--- config.mk ---
export PLATFORM = sky130hd
export DESIGN_NAME = poc_operation
export DESIGN_NICKNAME = d
export VERILOG_FILES = /design/src/rtl/poc_pkg.sv /design/src/rtl/poc_block_pack.sv /design/src/rtl/poc_operation.sv
export VERILOG_INCLUDE_DIRS = /design/src /design/src/rtl
export SDC_FILE = /design/constraint.sdc
export NUM_CORES = 1
export LEC_CHECK = 0
export ABC_CLOCK_PERIOD_IN_PS = 6200
export BUFFER_PORTS_ARGS = -buffer_cell sky130_fd_sc_hd__buf_2
export CAP_MARGIN = 10
export CORE_UTILIZATION = 56
export DETAILED_ROUTE_END_ITERATION = 12
export PLACE_DENSITY = 0.82
export SYNTH_ARGS = -nofsm -noshare
export SYNTH_HDL_FRONTEND = slang
export SYNTH_SLANG_ARGS = --single-unit
--- constraint.sdc ---
create_clock -name I_CORE_CLK -period 6.2 [get_ports I_CORE_CLK]
set_clock_uncertainty 0.15 [all_clocks]
set_input_delay 0.93 -clock I_CORE_CLK [delete_from_list [all_inputs] [get_ports I_CORE_CLK]]
set_output_delay 0.93 -clock I_CORE_CLK [all_outputs]
set_load 0.01 [all_outputs]
--- src/rtl/poc_defines.svh ---
/*
  Constants for the power operation command unit: command code, field
  positions, reset values, margin codes and turn-off timing defaults.
  Assumes inclusion by bare name from the package and the design modules.
*/
`ifndef POC_DEFINES_SVH
`define POC_DEFINES_SVH

`define POC_CMD_OPERATION   8'h01
`define POC_BIT_ENABLE      7
`define POC_BIT_SOFT_OFF    6
`define POC_MARGIN_HI       5
`define POC_MARGIN_LO       2
`define POC_RO_MASK         8'h03
`define POC_OP_RESET        8'h00
`define POC_MRG_OFF0        4'h0
`define POC_MRG_OFF1        4'h1
`define POC_MRG_OFF2        4'h2
`define POC_MRG_LOW_IGN     4'h5
`define POC_MRG_LOW_ACT     4'h6
`define POC_MRG_HIGH_IGN    4'h9
`define POC_MRG_HIGH_ACT    4'ha
`define POC_CLK_MHZ         40
`define POC_HOLD_US_DEF     1000
`define POC_RAMP_US_DEF     1000
`define POC_BLK_BYTES_DEF   6

`endif

--- src/rtl/poc_pkg.sv ---
/*
  Types for the power operation command unit.
  Assumes poc_defines.svh is on the include path.
*/
`include "poc_defines.svh"

package poc_pkg;
  typedef enum logic [2:0] {
    POC_OFF,
    POC_RUN,
    POC_HOLD,
    POC_RAMP
  } poc_conv_e;

  typedef enum logic [1:0] {
    POC_TRIM_NOM,
    POC_TRIM_LOW,
    POC_TRIM_HIGH
  } poc_trim_e;
endpackage : poc_pkg

--- src/rtl/poc_block_pack.sv ---
/*
  Packs the bytes of a multi-byte block value, first byte into the lowest
  bits, and unpacks a stored value for reading in the same order.
  Assumes byte strobes come from the serial front end on the core clock.
*/
`timescale 1ns/1ps
`include "poc_defines.svh"

module poc_block_pack #(
  parameter int NBYTES = `POC_BLK_BYTES_DEF
) (
  // Clock and reset
  input  wire logic                  i_clk,
  input  wire logic                  i_rst,
  // Byte stream in
  input  wire logic                  i_start,
  input  wire logic                  i_wr_vld,
  input  wire logic [7:0]            i_wr_byte,
  // Byte stream out
  input  wire logic                  i_rd_adv,
  output logic      [7:0]            o_rd_byte,
  // Assembled value
  output logic      [NBYTES*8-1:0]   o_value,
  output logic                       o_done
);
  import poc_pkg::*;

  localparam int IW = (NBYTES > 1) ? $clog2(NBYTES) : 1;

  initial begin
    if (NBYTES < 1 || NBYTES > 32) begin
      $error("poc_block_pack: NBYTES out of range");
    end
  end

  typedef struct packed {
    logic [NBYTES*8-1:0] value;
    logic [IW-1:0]       wr_idx;
    logic [IW-1:0]       rd_idx;
    logic [7:0]          rd_byte;
    logic                done;
  } poc_pack_s;

  poc_pack_s st_ff;
  poc_pack_s nxt_st;

  always_comb begin
    nxt_st      = st_ff;
    nxt_st.done = 1'b0;
    if (i_start) begin
      nxt_st.wr_idx = '0;
      nxt_st.rd_idx = '0;
      nxt_st.rd_byte = st_ff.value[7:0];
    end else begin
      if (i_wr_vld) begin
        nxt_st.value[st_ff.wr_idx*8 +: 8] = i_wr_byte;
        if (st_ff.wr_idx == IW'(NBYTES - 1)) begin
          nxt_st.done   = 1'b1;
          nxt_st.wr_idx = '0;
        end else begin
          nxt_st.wr_idx = st_ff.wr_idx + IW'(1);
        end
      end
      if (i_rd_adv && st_ff.rd_idx != IW'(NBYTES - 1)) begin
        nxt_st.rd_idx  = st_ff.rd_idx + IW'(1);
        nxt_st.rd_byte = st_ff.value[(st_ff.rd_idx + IW'(1))*8 +: 8];
      end
    end
  end

  always_ff @(posedge i_clk) begin
    if (i_rst) begin
      st_ff <= '0;
    end else begin
      st_ff <= nxt_st;
    end
  end

  assign o_value   = st_ff.value;
  assign o_done    = st_ff.done;
  assign o_rd_byte = st_ff.rd_byte;
endmodule : poc_block_pack

--- src/rtl/poc_operation.sv ---
/*
  Operation command register and conversion on/off sequencing of a buck
  converter. Holds the one-byte operation value, checks written data,
  selects trim state, and runs immediate or soft turn-off.
  Assumes a serial front end that decodes command codes and hands over
  write and read strobes on the core clock; enable pin and undervoltage
  inputs arrive asynchronously and are synchronised here. Output-at-zero
  indication comes from analog logic, also asynchronous.
*/
`timescale 1ns/1ps
`include "poc_defines.svh"

module poc_operation #(
  parameter int HOLD_US     = `POC_HOLD_US_DEF,
  parameter int RAMP_US     = `POC_RAMP_US_DEF,
  parameter int BLK_BYTES   = `POC_BLK_BYTES_DEF
) (
  // Clock and reset
  input  wire logic                      I_CORE_CLK,
  input  wire logic                      I_RST,
  // Command port from serial front end
  input  wire logic [7:0]                I_CMD_CODE,
  input  wire logic                      I_WR_STB,
  input  wire logic [7:0]                I_WR_DATA,
  input  wire logic                      I_RD_STB,
  output logic      [7:0]                O_RD_DATA,
  output logic                           O_RD_VLD,
  output logic                           O_CMD_ACK,
  // Block byte stream
  input  wire logic                      I_BLK_START,
  input  wire logic                      I_BLK_WR_VLD,
  input  wire logic [7:0]                I_BLK_WR_BYTE,
  input  wire logic                      I_BLK_RD_ADV,
  output logic      [7:0]                O_BLK_RD_BYTE,
  output logic      [BLK_BYTES*8-1:0]    O_BLK_VALUE,
  output logic                           O_BLK_DONE,
  // Enable source configuration and prerequisites
  input  wire logic                      I_CMD_CTRL_EN,
  input  wire logic                      I_PIN_ENABLE,
  input  wire logic                      I_VIN_OK,
  input  wire logic                      I_VOUT_ZERO,
  // Converter control
  output logic                           O_CONVERT,
  output logic                           O_STAGE_HIZ,
  output logic                           O_RAMP_DOWN,
  output logic      [1:0]                O_TRIM_SEL,
  output logic                           O_FAULT_IGNORE,
  // Invalid data report
  output logic                           O_INVALID_DATA,
  output logic                           O_ALERT
);
  import poc_pkg::*;

  localparam int HOLD_CYC = (HOLD_US * `POC_CLK_MHZ < 1) ? 1 : HOLD_US * `POC_CLK_MHZ;
  localparam int RAMP_CYC = (RAMP_US * `POC_CLK_MHZ < 1) ? 1 : RAMP_US * `POC_CLK_MHZ;
  localparam int CW = $clog2(HOLD_CYC > RAMP_CYC ? HOLD_CYC + 1 : RAMP_CYC + 1);

  initial begin
    if (HOLD_US < 0 || RAMP_US < 1 || CW > 31) begin
      $error("poc_operation: timing parameters out of range");
    end
  end

  function automatic logic margin_ok(input logic [3:0] m);
    case (m)
      `POC_MRG_OFF0, `POC_MRG_OFF1, `POC_MRG_OFF2,
      `POC_MRG_LOW_IGN, `POC_MRG_LOW_ACT,
      `POC_MRG_HIGH_IGN, `POC_MRG_HIGH_ACT: margin_ok = 1'b1;
      default: margin_ok = 1'b0;
    endcase
  endfunction : margin_ok

  typedef struct packed {
    logic [7:0]  op;
    poc_conv_e   conv;
    logic [CW-1:0] cnt;
    logic [2:0]  pin_sync;
    logic [2:0]  vin_sync;
    logic [1:0]  zero_sync;
    logic [7:0]  rd_data;
    logic        rd_vld;
    logic        ack;
    logic        invalid;
    logic        alert;
  } poc_op_s;

  poc_op_s st_ff;
  poc_op_s nxt_st;
  logic    pin_ok;
  logic    vin_ok;
  logic    at_zero;
  logic    run_req;
  logic    sel_op;
  logic [3:0] mrg;

  assign pin_ok  = st_ff.pin_sync[2];
  assign vin_ok  = st_ff.vin_sync[2];
  assign at_zero = st_ff.zero_sync[1];
  assign sel_op  = (I_CMD_CODE == `POC_CMD_OPERATION);
  assign mrg     = st_ff.op[`POC_MARGIN_HI:`POC_MARGIN_LO];
  // Command bit only counts when configured as an enable source
  assign run_req = (!I_CMD_CTRL_EN || st_ff.op[`POC_BIT_ENABLE])
                   && pin_ok && vin_ok;

  always_comb begin
    nxt_st = st_ff;
    nxt_st.pin_sync  = {st_ff.pin_sync[1:0], I_PIN_ENABLE};
    nxt_st.vin_sync  = {st_ff.vin_sync[1:0], I_VIN_OK};
    nxt_st.zero_sync = {st_ff.zero_sync[0], I_VOUT_ZERO};
    nxt_st.rd_vld = 1'b0;
    nxt_st.ack    = 1'b0;
    if (I_RD_STB && sel_op) begin
      nxt_st.rd_data = st_ff.op & ~`POC_RO_MASK;
      nxt_st.rd_vld  = 1'b1;
      nxt_st.ack     = 1'b1;
      nxt_st.alert   = 1'b0;
    end
    // An invalid write in the same cycle as a read keeps the alert raised
    if (I_WR_STB && sel_op) begin
      nxt_st.ack = 1'b1;
      if (margin_ok(I_WR_DATA[`POC_MARGIN_HI:`POC_MARGIN_LO])) begin
        nxt_st.op = I_WR_DATA & ~`POC_RO_MASK;
      end else begin
        nxt_st.invalid = 1'b1;
        nxt_st.alert   = 1'b1;
      end
    end
    case (st_ff.conv)
      POC_OFF: begin
        nxt_st.cnt = '0;
        if (run_req) begin
          nxt_st.conv = POC_RUN;
        end
      end
      POC_RUN: begin
        if (!pin_ok || !vin_ok) begin
          nxt_st.conv = POC_OFF;
        end else if (!run_req) begin
          if (st_ff.op[`POC_BIT_SOFT_OFF]) begin
            nxt_st.conv = POC_HOLD;
            nxt_st.cnt  = '0;
          end else begin
            nxt_st.conv = POC_OFF;
          end
        end
      end
      POC_HOLD: begin
        if (run_req) begin
          nxt_st.conv = POC_RUN;
        end else if (st_ff.cnt >= CW'(HOLD_CYC - 1)) begin
          nxt_st.conv = POC_RAMP;
          nxt_st.cnt  = '0;
        end else begin
          nxt_st.cnt = st_ff.cnt + CW'(1);
        end
      end
      POC_RAMP: begin
        if (at_zero || st_ff.cnt >= CW'(RAMP_CYC - 1)) begin
          nxt_st.conv = POC_OFF;
        end else begin
          nxt_st.cnt = st_ff.cnt + CW'(1);
        end
      end
      default: nxt_st.conv = POC_OFF;
    endcase
  end

  always_ff @(posedge I_CORE_CLK) begin
    if (I_RST) begin
      st_ff    <= '0;
      st_ff.op <= `POC_OP_RESET;
    end else begin
      st_ff <= nxt_st;
    end
  end

  always_comb begin
    case (mrg)
      `POC_MRG_LOW_IGN, `POC_MRG_LOW_ACT:   O_TRIM_SEL = POC_TRIM_LOW;
      `POC_MRG_HIGH_IGN, `POC_MRG_HIGH_ACT: O_TRIM_SEL = POC_TRIM_HIGH;
      default:                              O_TRIM_SEL = POC_TRIM_NOM;
    endcase
  end

  assign O_FAULT_IGNORE = st_ff.op[`POC_BIT_ENABLE] &&
                          (mrg == `POC_MRG_LOW_IGN || mrg == `POC_MRG_HIGH_IGN);
  assign O_CONVERT      = (st_ff.conv != POC_OFF);
  assign O_STAGE_HIZ    = (st_ff.conv == POC_OFF);
  assign O_RAMP_DOWN    = (st_ff.conv == POC_RAMP);
  assign O_RD_DATA      = st_ff.rd_data;
  assign O_RD_VLD       = st_ff.rd_vld;
  assign O_CMD_ACK      = st_ff.ack;
  assign O_INVALID_DATA = st_ff.invalid;
  assign O_ALERT        = st_ff.alert;

  poc_block_pack #(
    .NBYTES (BLK_BYTES)
  ) u_blk (
    .i_clk     (I_CORE_CLK),
    .i_rst     (I_RST),
    .i_start   (I_BLK_START),
    .i_wr_vld  (I_BLK_WR_VLD),
    .i_wr_byte (I_BLK_WR_BYTE),
    .i_rd_adv  (I_BLK_RD_ADV),
    .o_rd_byte (O_BLK_RD_BYTE),
    .o_value   (O_BLK_VALUE),
    .o_done    (O_BLK_DONE)
  );
endmodule : poc_operation

==> results.yml, run 1 <==
floorplanning:
  floorplan.io_pins: 110
  chipWidth_um: 99.3
  y_dimension_of_the_die_um: 99.3
  floorplan.rows: 35
  floorplan.die_area_sq_mm: 0.00986
  placeableCoreArea_sq_mm: 0.00920
  initial_utilization: 0.576
timing:
  timing.final.hold_violations: 0
  maxSlewHeadroom: 0.328
  timing.final.setup_violations: 0
  drv_slew: 0
  grt_setup_unrepaired: "false"
  post-route-period-util: 0.488
  fmax_mhz: 330
  timing.setup.tns_ns: 0
  final_period_minus_worst_setup_slack_ns: 3.03
  worstMarginPinSlew_ns: 1.00
grt:
  first_pass_grt_wire_length_mm: 19.3
  largest_net_degree_at_the_start_of_global_routing: 85
  grt_antenna_before_repair: 0
  grt_pass1_vias: 4026
  gr-usage-all-layers: 0.244
  grt-ovfl-total: 0
setup_path:
  rr_startpoint: "u_blk.st_ff[12]$_SDFFE_PP0P_"
  cp-end-kind: "flip-flop"
  worst-r2r-setup-slack_ns: 3.17
  cp-startpoint: "u_blk.st_ff[12]$_SDFFE_PP0P_"
  critical_path.reg2reg.endpoint: "u_blk.o_value[2]$_SDFFE_PP0P_"
  timing.critical_path.required_ns: 6.29
  arrival_time_at_the_worst_endpoint_ns: 3.11
  start_kind: "flip-flop"
  reg2regPathDepth: 7
  cp_max_fo: 17
  worstSetupPathType: "reg -> reg"
logic_synthesis:
  ys_warn_count: 0
  synth.ff_latch_count: 105
  synthArstFlopShare: 0
  synth-main-ff-cell: "sky130_fd_sc_hd__dfxtp_1"
  netlist_instances: 609
  synth-edff-count: 0
  ys_seq_area_frac: 0.397
  synthesis.area_per_instance_sq_um: 8.70
  ys_types: 58
  synthesis.area_sq_mm: 0.00530
power:
  total_power_uw: 1250
  vdd.ir_drop.worst_mv: 0.128
  power_per_cell_area_mw_per_mm2: 223
  leakagePower_uw: 0.00245
clock_network:
  clk_path_buf_depth: 2
  holdBufCountCts: 0
  post-cts-setup-buffer-count: 0
  cts_resized: 0
  number_of_clock_buffers_inserted_by_tritoncts: 9
  post_cts_clock_slew_at_the_launch_and_capture_registers_of_the_worst_setup_and_hold_paths_ns: 0.11
  clock_tree.htree_level_count: 3
  cts_tree: "done"
  clock-sinks: 105
  clock_latency_ns: 0.38
  clk_root_buffer_cell: "sky130_fd_sc_hd__clkbuf_8"
placement:
  gp_routability_congestion: 0.854
  placedCellCount: 734
  hpwlAfterDp_mm: 8.49
  place.port_buffers: 105
  placement.cell_area_sq_mm: 0.00537
hold_path:
  hold-path-cell-count: 1
  hold_path_startpoint: "nxt_st[19]$_SDFF_PP0_"
  hold_crit_endpoint: "pin_ok$_SDFF_PP0_"
  hold_class: "reg -> reg"
detailed_routing:
  detail_route.drc_violations: 0
  wl_per_cell_um: 15.5
  routed-via-count: 4379
  drt_pass1_iterations: 5
  finalWirelength_mm: 11.7
  iteration_0_drc_markers: 191
  vias_per_inst: 5.83
  final_antenna_net_count: 0
layout:
  diodes: 0
  final_cell_area_sq_mm: 0.00560
  finish.cell_count_without_fillers: 751
  layout.nets: 684
  post_route_cells_drive_above_1_share: 0.220
  area_growth_pct: 5.69
  fillCellCount: 799
  multi_input_area_sq_mm: 0.00254
  regArea_sq_mm: 0.00210
  layout_utilization: 0.609
outcome:
  result_of_the_run: "completed"
flow_run:
  maxCapViolations: 0
==> where the power goes <==
group          internal [uW]  total (uW)  switching, uW  leakage [uW]
clock network            200         462            262      0.000111
registers                684         694           10.5      0.000849
logic                   34.2        92.7           58.5       0.00149
total                    917        1250            331       0.00245
==> sequential cells by signal, summed over array words and instances, names as in the netlist, 4 cells and up <==
signal and cells:
u_blk.o_rd_byte 8, mrg 4, st_ff 21, u_blk.o_value 48
nxt_st 5, u_blk.st_ff 6, O_RD_DATA 6
==> per-layer routing <==
layer	track usage	vias up	wire (um)
li1	-	2130	-
met1	0.310	2077	5040
met2	0.415	156	5710
met3	0.0548	16	769
met4	0.0701	0	160
met5	0	-	0
==> synthesized netlist by cell type (2+ instances only) <==
library cell | instances | area share
sky130_fd_sc_hd__mux4_2 | 8 | 0.034
sky130_fd_sc_hd__a311oi_1 | 3 | 0.0050
sky130_fd_sc_hd__inv_1 | 11 | 0.0078
sky130_fd_sc_hd__or3_1 | 2 | 0.0024
sky130_fd_sc_hd__o21ai_0 | 5 | 0.0047
sky130_fd_sc_hd__o21ai_1 | 4 | 0.0038
sky130_fd_sc_hd__nand2_1 | 51 | 0.036
sky130_fd_sc_hd__and3_1 | 7 | 0.0083
sky130_fd_sc_hd__nor2b_1 | 10 | 0.012
sky130_fd_sc_hd__nand4_1 | 10 | 0.012
sky130_fd_sc_hd__nor2_1 | 65 | 0.046
sky130_fd_sc_hd__nor3_1 | 8 | 0.0076
sky130_fd_sc_hd__nand2b_1 | 6 | 0.0071
sky130_fd_sc_hd__buf_2 | 3 | 0.0028
sky130_fd_sc_hd__clkbuf_1 | 25 | 0.018
sky130_fd_sc_hd__or4_1 | 14 | 0.020
sky130_fd_sc_hd__mux2i_1 | 33 | 0.062
sky130_fd_sc_hd__a221oi_1 | 5 | 0.0083
sky130_fd_sc_hd__a211oi_1 | 2 | 0.0028
sky130_fd_sc_hd__nor3b_1 | 4 | 0.0057
sky130_fd_sc_hd__a21oi_1 | 55 | 0.052
sky130_fd_sc_hd__o211ai_1 | 2 | 0.0028
sky130_fd_sc_hd__ha_1 | 14 | 0.033
sky130_fd_sc_hd__buf_4 | 66 | 0.094
sky130_fd_sc_hd__dfxtp_1 | 105 | 0.40
sky130_fd_sc_hd__xnor2_1 | 3 | 0.0050
sky130_fd_sc_hd__and2_1 | 7 | 0.0083
sky130_fd_sc_hd__nand3_1 | 38 | 0.036
sky130_fd_sc_hd__o31ai_1 | 14 | 0.020
==> cells by family (layout without fill, tap and decap cells) <==
family | after synthesis | count (layout) | synth area share
other | 1 | 2 | 0.000708
flip-flops | 105 | 105 | 0.397
AO/OA/AOI/OAI | 102 | 102 | 0.119
multiplexers | 43 | 43 | 0.101
buffers and inverters | 107 | 137 | 0.125
XOR/XNOR | 3 | 3 | 0.00496
AND/OR/NAND/NOR | 234 | 234 | 0.220
adder cells (fa/ha/maj) | 14 | 14 | 0.0331
==> area by class of cell <==
cell class,count,area share
flip-flops and latches,105,0.375
multi-input cells,398,0.454
inverters,12,0.00804
clock buffers,9,0.0221
clock inverters,7,0.0170
repair buffers,109,0.0992
well taps,111,0.0248
==> critical path, cell delays in order, from the launching register on <==
cell	delay (ns)
sky130_fd_sc_hd__dfxtp_1	0.71
sky130_fd_sc_hd__inv_1	0.21
sky130_fd_sc_hd__ha_1	0.25
sky130_fd_sc_hd__ha_1	0.31
sky130_fd_sc_hd__nor3b_1	0.27
sky130_fd_sc_hd__nand4bb_1	0.57
sky130_fd_sc_hd__mux2i_1	0.35
sky130_fd_sc_hd__nor2_1	0.07
==> layout by cell type, fill, tap and decap left out, drive strengths merged, types with 2 or more instances in the layout <==
master  count
nor2b      10
a21oi      55
nor4        2
a211oi      3
o31ai      14
a311oi      3
o21ai       9
mux4        8
buf       109
xnor2       3
nand2b      6
and2        8
nor3        8
mux2i      33
or4        14
nor2       66
nand3      38
ha         14
and3        8
a221oi      5
conb        2
clkbuf      9
o211ai      2
mux2        2
inv        15
or3         2
clkinv      3
nand4      10
nand2      52
dfxtp     105
nor3b       5
==> how the worst max path moves through the flow <==
| stage | end | slack (ns) | depth (start not counted) |
|---|---|---|---|
| floorplan | mrg[0]$_SDFFE_PP0P_ | 3.92 | 5 |
| global placement | st_ff[31]$_SDFFE_PP0P_ | 3.19 | 6 |
| detailed placement | st_ff[32]$_SDFFE_PP0P_ | 3.05 | 6 |
| CTS | u_blk.o_value[2]$_SDFFE_PP0P_ | 3.20 | 7 |
| global route | u_blk.o_value[2]$_SDFFE_PP0P_ | 3.05 | 7 |
| finish | u_blk.o_value[2]$_SDFFE_PP0P_ | 3.17 | 7 |
==> per-stage QoR <==
step	hold WS (ns)	setup slack (ns)
2_1_floorplan	0.264	3.92
3_3_place_gp	0.267	3.19
3_5_place_dp	0.277	3.05
4_1_cts	0.297	3.20
5_1_grt	0.303	3.05
6_report	0.291	3.17
Power figures use the tool's default switching activity.
==> run 2: changes to the inputs <==
- ABC_CLOCK_PERIOD_IN_PS: 6200 -> 2600
- CORE_UTILIZATION: 56 -> 50
- PLACE_DENSITY: 0.82 -> 0.78
- clock period: 6.2 -> 2.6 ns (I/O delays scaled with it)
==> results.yml, run 2 (synthesized netlist as in run 1, its figures left out) <==
grt:
  first_pass_grt_wire_length_mm: 19.3
  gr-usage-all-layers: 0.216
  grt_antenna_before_repair: 0
  largest_net_degree_at_the_start_of_global_routing: 51
  grt_pass1_vias: 3995
  grt-ovfl-total: 0
detailed_routing:
  finalWirelength_mm: 11.8
  routed-via-count: 4423
  final_antenna_net_count: 0
  drt_pass1_iterations: 4
  detail_route.drc_violations: 0
  vias_per_inst: 5.65
  iteration_0_drc_markers: 212
  wl_per_cell_um: 15.1
floorplanning:
  floorplan.rows: 37
  chipWidth_um: 105
  floorplan.die_area_sq_mm: 0.0110
  y_dimension_of_the_die_um: 105
  placeableCoreArea_sq_mm: 0.0103
  floorplan.io_pins: 110
  initial_utilization: 0.516
timing:
  fmax_mhz: 420
  timing.final.setup_violations: 0
  maxSlewHeadroom: 0.527
  final.setup.worst_slack_ns: 0.217
  drv_slew: 0
  final_period_minus_worst_setup_slack_ns: 2.38
  worstMarginPinSlew_ns: 0.708
  grt_setup_unrepaired: "false"
  hold_slack_ns: 0.113
  post-route-period-util: 0.917
  timing.final.hold_violations: 0
  timing.setup.tns_ns: 0
power:
  leakagePower_uw: 0.00247
  vdd.ir_drop.worst_mv: 0.468
  power_per_cell_area_mw_per_mm2: 512
layout:
  largest_reg_flops: 48
  final_cell_mix: "105 x sky130_fd_sc_hd__dfxtp_1, 105 x sky130_fd_sc_hd__buf_2, 65 x sky130_fd_sc_hd__nor2_1, 55 x sky130_fd_sc_hd__a21oi_1, 51 x sky130_fd_sc_hd__nand2_1"
  layout_utilization: 0.551
  layout.nets: 691
  area_growth_pct: 6.82
  diodes: 0
  post_route_cells_drive_above_1_share: 0.227
  fillCellCount: 981
  final_cell_area_sq_mm: 0.00566
setup_path:
  worstSetupPathType: "reg -> reg"
  arrival_time_at_the_worst_endpoint_ns: 2.53
  cp_max_fo: 8
  timing.critical_path.required_ns: 2.75
  start_kind: "flip-flop"
  cp-end-kind: "flip-flop"
clock_network:
  clk_path_buf_depth: 2
  post-cts-setup-buffer-count: 0
  clock-sinks: 105
  clock_latency_ns: 0.37
  clock_tree.htree_level_count: 3
  cts_tree: "done"
  cts_resized: 0
  holdBufCountCts: 0
  clk_root_buffer_cell: "sky130_fd_sc_hd__clkbuf_8"
  post_cts_clock_slew_at_the_launch_and_capture_registers_of_the_worst_setup_and_hold_paths_ns: 0.10
  number_of_clock_buffers_inserted_by_tritoncts: 9
placement:
  pre_cts_ws_ns: 0.238
  gp_routability_congestion: 0.838
  hpwlAfterDp_mm: 8.81
  place.port_buffers: 105
  placement.cell_area_sq_mm: 0.00547
outcome:
  result_of_the_run: "completed"
hold_path:
  hold_class: "in -> reg"
flow_run:
  maxCapViolations: 0
[run 2: changes by cell type in the layout (fill, tap and decap cells not counted), sizes merged]
cell      delta
inv          -3
clkinvlp     +2
clkbuf       +1
buf          +7
[run 2: cell type report]
| type | instances | area, sq um | area share |
|---|---|---|---|
| Timing Repair Buffer | 116 | 608 | 0.107 |
| Sequential cell | 105 | 2100 | 0.371 |
| Multi-Input combinational cell | 398 | 2540 | 0.449 |
| Clock inverter | 6 | 67.6 | 0.0119 |
| Tap cell | 136 | 170 | 0.0301 |
| Clock buffer | 10 | 128 | 0.0225 |
| Inverter | 12 | 45.0 | 0.00796 |
[run 2: path summary, 6_finish.rpt]
path | start | to | slack [ns] | cells after the start
worst max-delay path | u_blk.st_ff[13]$_SDFFE_PP0P_ | u_blk.o_value[18]$_SDFFE_PP0P_ | 0.22 | 7
worst min-delay path | I_VOUT_ZERO | nxt_st[13]$_SDFF_PP0_ | 0.11 | 2
worst min register to register | nxt_st[19]$_SDFF_PP0_ | pin_ok$_SDFF_PP0_ | 0.29 | 1
worst max register to register | u_blk.st_ff[13]$_SDFFE_PP0P_ | u_blk.o_value[18]$_SDFFE_PP0P_ | 0.22 | 7
[run 2: stage by stage]
stage                     cells  power, uW
after floorplan             610       1840
after global placement      767       1910
after detailed placement    767       1920
after CTS                   783       2920
after global routing        783       3010
final                       783       2900
[run 2: layer usage]
layer / GRT usage / vias to the layer above / share of wire
met5: 0 / - / 0
met4: 0.0624 / 0 / 0.0095
met3: 0.0474 / 13 / 0.067
met2: 0.368 / 161 / 0.49
met1: 0.275 / 2113 / 0.43
li1: - / 2136 / -
[run 2: worst max-delay path, cell delays in order (launching register included)]
cell and delay [ns]:
sky130_fd_sc_hd__dfxtp_1 0.44, sky130_fd_sc_hd__inv_1 0.10, sky130_fd_sc_hd__ha_1 0.19, sky130_fd_sc_hd__ha_1 0.31, sky130_fd_sc_hd__and4b_1 0.38, sky130_fd_sc_hd__and2_0 0.43
sky130_fd_sc_hd__nand3_1 0.15, sky130_fd_sc_hd__a21oi_1 0.17
[run 2: where the power goes]
group	leakage, uW	internal, uW	switching (uW)
registers	0.000849	1630	21.7
clock network	0.0000929	449	561
logic	0.00152	89.5	145
==> run 3: changes to the inputs <==
- ABC_CLOCK_PERIOD_IN_PS: 2600 -> default
- CORE_UTILIZATION: 50 -> 56
- PLACE_DENSITY: 0.78 -> 0.82
- SKIP_CTS_REPAIR_TIMING: default -> 1
- clock period: 2.6 -> 2.84 ns (I/O delays scaled with it)
==> results.yml, run 3 (synthesized netlist as in run 1, its figures left out) <==
grt:
  largest_net_degree_at_the_start_of_global_routing: 49
  grt_pass1_vias: 4115
  gr-usage-all-layers: 0.250
  first_pass_grt_wire_length_mm: 19.7
  grt-ovfl-total: 0
  grt_antenna_before_repair: 0
floorplanning:
  floorplan.die_area_sq_mm: 0.00986
  initial_utilization: 0.576
  floorplan.rows: 35
  y_dimension_of_the_die_um: 99.3
  chipWidth_um: 99.3
  placeableCoreArea_sq_mm: 0.00920
  floorplan.io_pins: 110
power:
  power_frac_comb: 0.084
  net-switching-power_uw: 683
  power_per_cell_area_mw_per_mm2: 459
  swShare: 0.265
  pwr-share-seq: 0.586
  vdd.ir_drop.worst_mv: 0.332
  clock_share_of_power: 0.330
  leakagePower_uw: 0.00246
  total_power_uw: 2580
  power_report.internal_total_uw: 1900
hold_path:
  hold_class: "in -> reg"
detailed_routing:
  final_antenna_net_count: 0
  wl_per_cell_um: 15.9
  drt_pass1_iterations: 4
  detail_route.drc_violations: 0
  finalWirelength_mm: 12.1
  vias_per_inst: 5.81
  iteration_0_drc_markers: 183
  routed-via-count: 4409
layout:
  diodes: 0
  final_cell_area_sq_mm: 0.00561
  regArea_sq_mm: 0.00210
  multi_input_area_sq_mm: 0.00254
  largest_reg_flops: 48
  layout.nets: 692
  area_growth_pct: 5.93
  final_cell_mix: "105 x sky130_fd_sc_hd__dfxtp_1, 105 x sky130_fd_sc_hd__buf_2, 65 x sky130_fd_sc_hd__nor2_1, 55 x sky130_fd_sc_hd__a21oi_1, 51 x sky130_fd_sc_hd__nand2_1"
  layout_utilization: 0.610
  post_route_cells_drive_above_1_share: 0.228
  fillCellCount: 794
setup_path:
  reg2regPathDepth: 7
  cp-startpoint: "u_blk.st_ff[13]$_SDFFE_PP0P_"
  critical_path.reg2reg.endpoint: "u_blk.o_value[22]$_SDFFE_PP0P_"
  rr_startpoint: "u_blk.st_ff[13]$_SDFFE_PP0P_"
  arrival_time_at_the_worst_endpoint_ns: 2.55
  worst-r2r-setup-slack_ns: 0.44
  start_kind: "flip-flop"
  cp_max_fo: 8
  timing.critical_path.required_ns: 3.00
  endpoint: "u_blk.o_value[22]$_SDFFE_PP0P_"
  cp-end-kind: "flip-flop"
  worstSetupPathType: "reg -> reg"
placement:
  place.port_buffers: 105
  gp_routability_congestion: 0.857
  hpwlAfterDp_mm: 8.82
  placement.cell_area_sq_mm: 0.00544
clock_network:
  clock_tree.htree_level_count: 3
  cts_tree: "done"
  number_of_clock_buffers_inserted_by_tritoncts: 9
  clk_path_buf_depth: 2
  clk_root_buffer_cell: "sky130_fd_sc_hd__clkbuf_8"
  clock_latency_ns: 0.39
  clock-sinks: 105
  post_cts_clock_slew_at_the_launch_and_capture_registers_of_the_worst_setup_and_hold_paths_ns: 0.09
timing:
  final_period_minus_worst_setup_slack_ns: 2.40
  fmax_mhz: 417
  hold_slack_ns: 0.125
  timing.final.setup_violations: 0
  timing.final.hold_violations: 0
  grt_setup_unrepaired: "false"
  drv_slew: 0
  maxSlewHeadroom: 0.515
  worstMarginPinSlew_ns: 0.727
  post-route-period-util: 0.844
  timing.setup.tns_ns: 0
outcome:
  result_of_the_run: "completed"
flow_run:
  maxCapViolations: 0
run 3: cell types whose count changed in the layout (fill, tap and decap cells not counted):
| cell | before | now |
|---|---|---|
| sky130_fd_sc_hd__buf_4 | 11 | 12 |
| sky130_fd_sc_hd__bufinv_16 | 1 | 0 |
| sky130_fd_sc_hd__clkinv_2 | 1 | 2 |
| sky130_fd_sc_hd__clkinv_4 | 1 | 0 |
| sky130_fd_sc_hd__clkinvlp_4 | 2 | 3 |
| sky130_fd_sc_hd__inv_6 | 1 | 0 |
| sky130_fd_sc_hd__inv_8 | 0 | 1 |
run 3: per-layer routing:
metal	wire length [um]	share of wire	track usage	up-vias
met5	0	0	0	-
met4	244	0.020	0.0939	0
met3	780	0.065	0.0632	23
met2	5940	0.49	0.427	151
met1	5110	0.42	0.303	2087
li1	-	-	-	2148
run 3: critical path, cell delays in order, from the launching register on:
cell,delay (ns)
sky130_fd_sc_hd__dfxtp_1,0.43
sky130_fd_sc_hd__inv_1,0.09
sky130_fd_sc_hd__ha_1,0.21
sky130_fd_sc_hd__ha_1,0.32
sky130_fd_sc_hd__and4b_1,0.36
sky130_fd_sc_hd__and2_0,0.42
sky130_fd_sc_hd__nand3_1,0.15
sky130_fd_sc_hd__a21oi_1,0.19
run 3: power by group through the flow:
stage	logic, uW	clock network, uW	registers, uW
floorplan	151	0	1540
global placement	206	0	1540
detailed placement	214	0	1550
CTS	215	867	1510
global route	238	927	1520
finish	216	851	1510
run 3: final cells by class:
type / instances / area share
clock buffers: 10 / 0.0227
clock inverters: 6 / 0.00780
inverters: 12 / 0.00802
multi-input cells: 398 / 0.453
flip-flops and latches: 105 / 0.374
well taps: 111 / 0.0247
repair buffers: 117 / 0.110
run 3: worst min-delay path by stage:
stage	slack, ns	to	cells past startpoint	start
2_1_floorplan	0.26	at_zero$_SDFF_PP0_	1	nxt_st[13]$_SDFF_PP0_
3_3_place_gp	0.27	st_ff[16]$_SDFF_PP0_	1	nxt_st[16]$_SDFF_PP0_
3_5_place_dp	0.28	st_ff[16]$_SDFF_PP0_	1	nxt_st[16]$_SDFF_PP0_
4_1_cts	0.12	st_ff[46]$_SDFFE_PP0P_	3	I_WR_DATA[7]
5_1_grt	0.14	nxt_st[13]$_SDFF_PP0_	2	I_VOUT_ZERO
6_report	0.13	nxt_st[13]$_SDFF_PP0_	2	I_VOUT_ZERO
run 3: through the flow:
step | instances | setup WS (ns)
detailed placement | 743 | 0.491
floorplan | 610 | 0.699
finish | 759 | 0.444
global placement | 743 | 0.597
CTS | 759 | 0.461
global route | 759 | 0.255
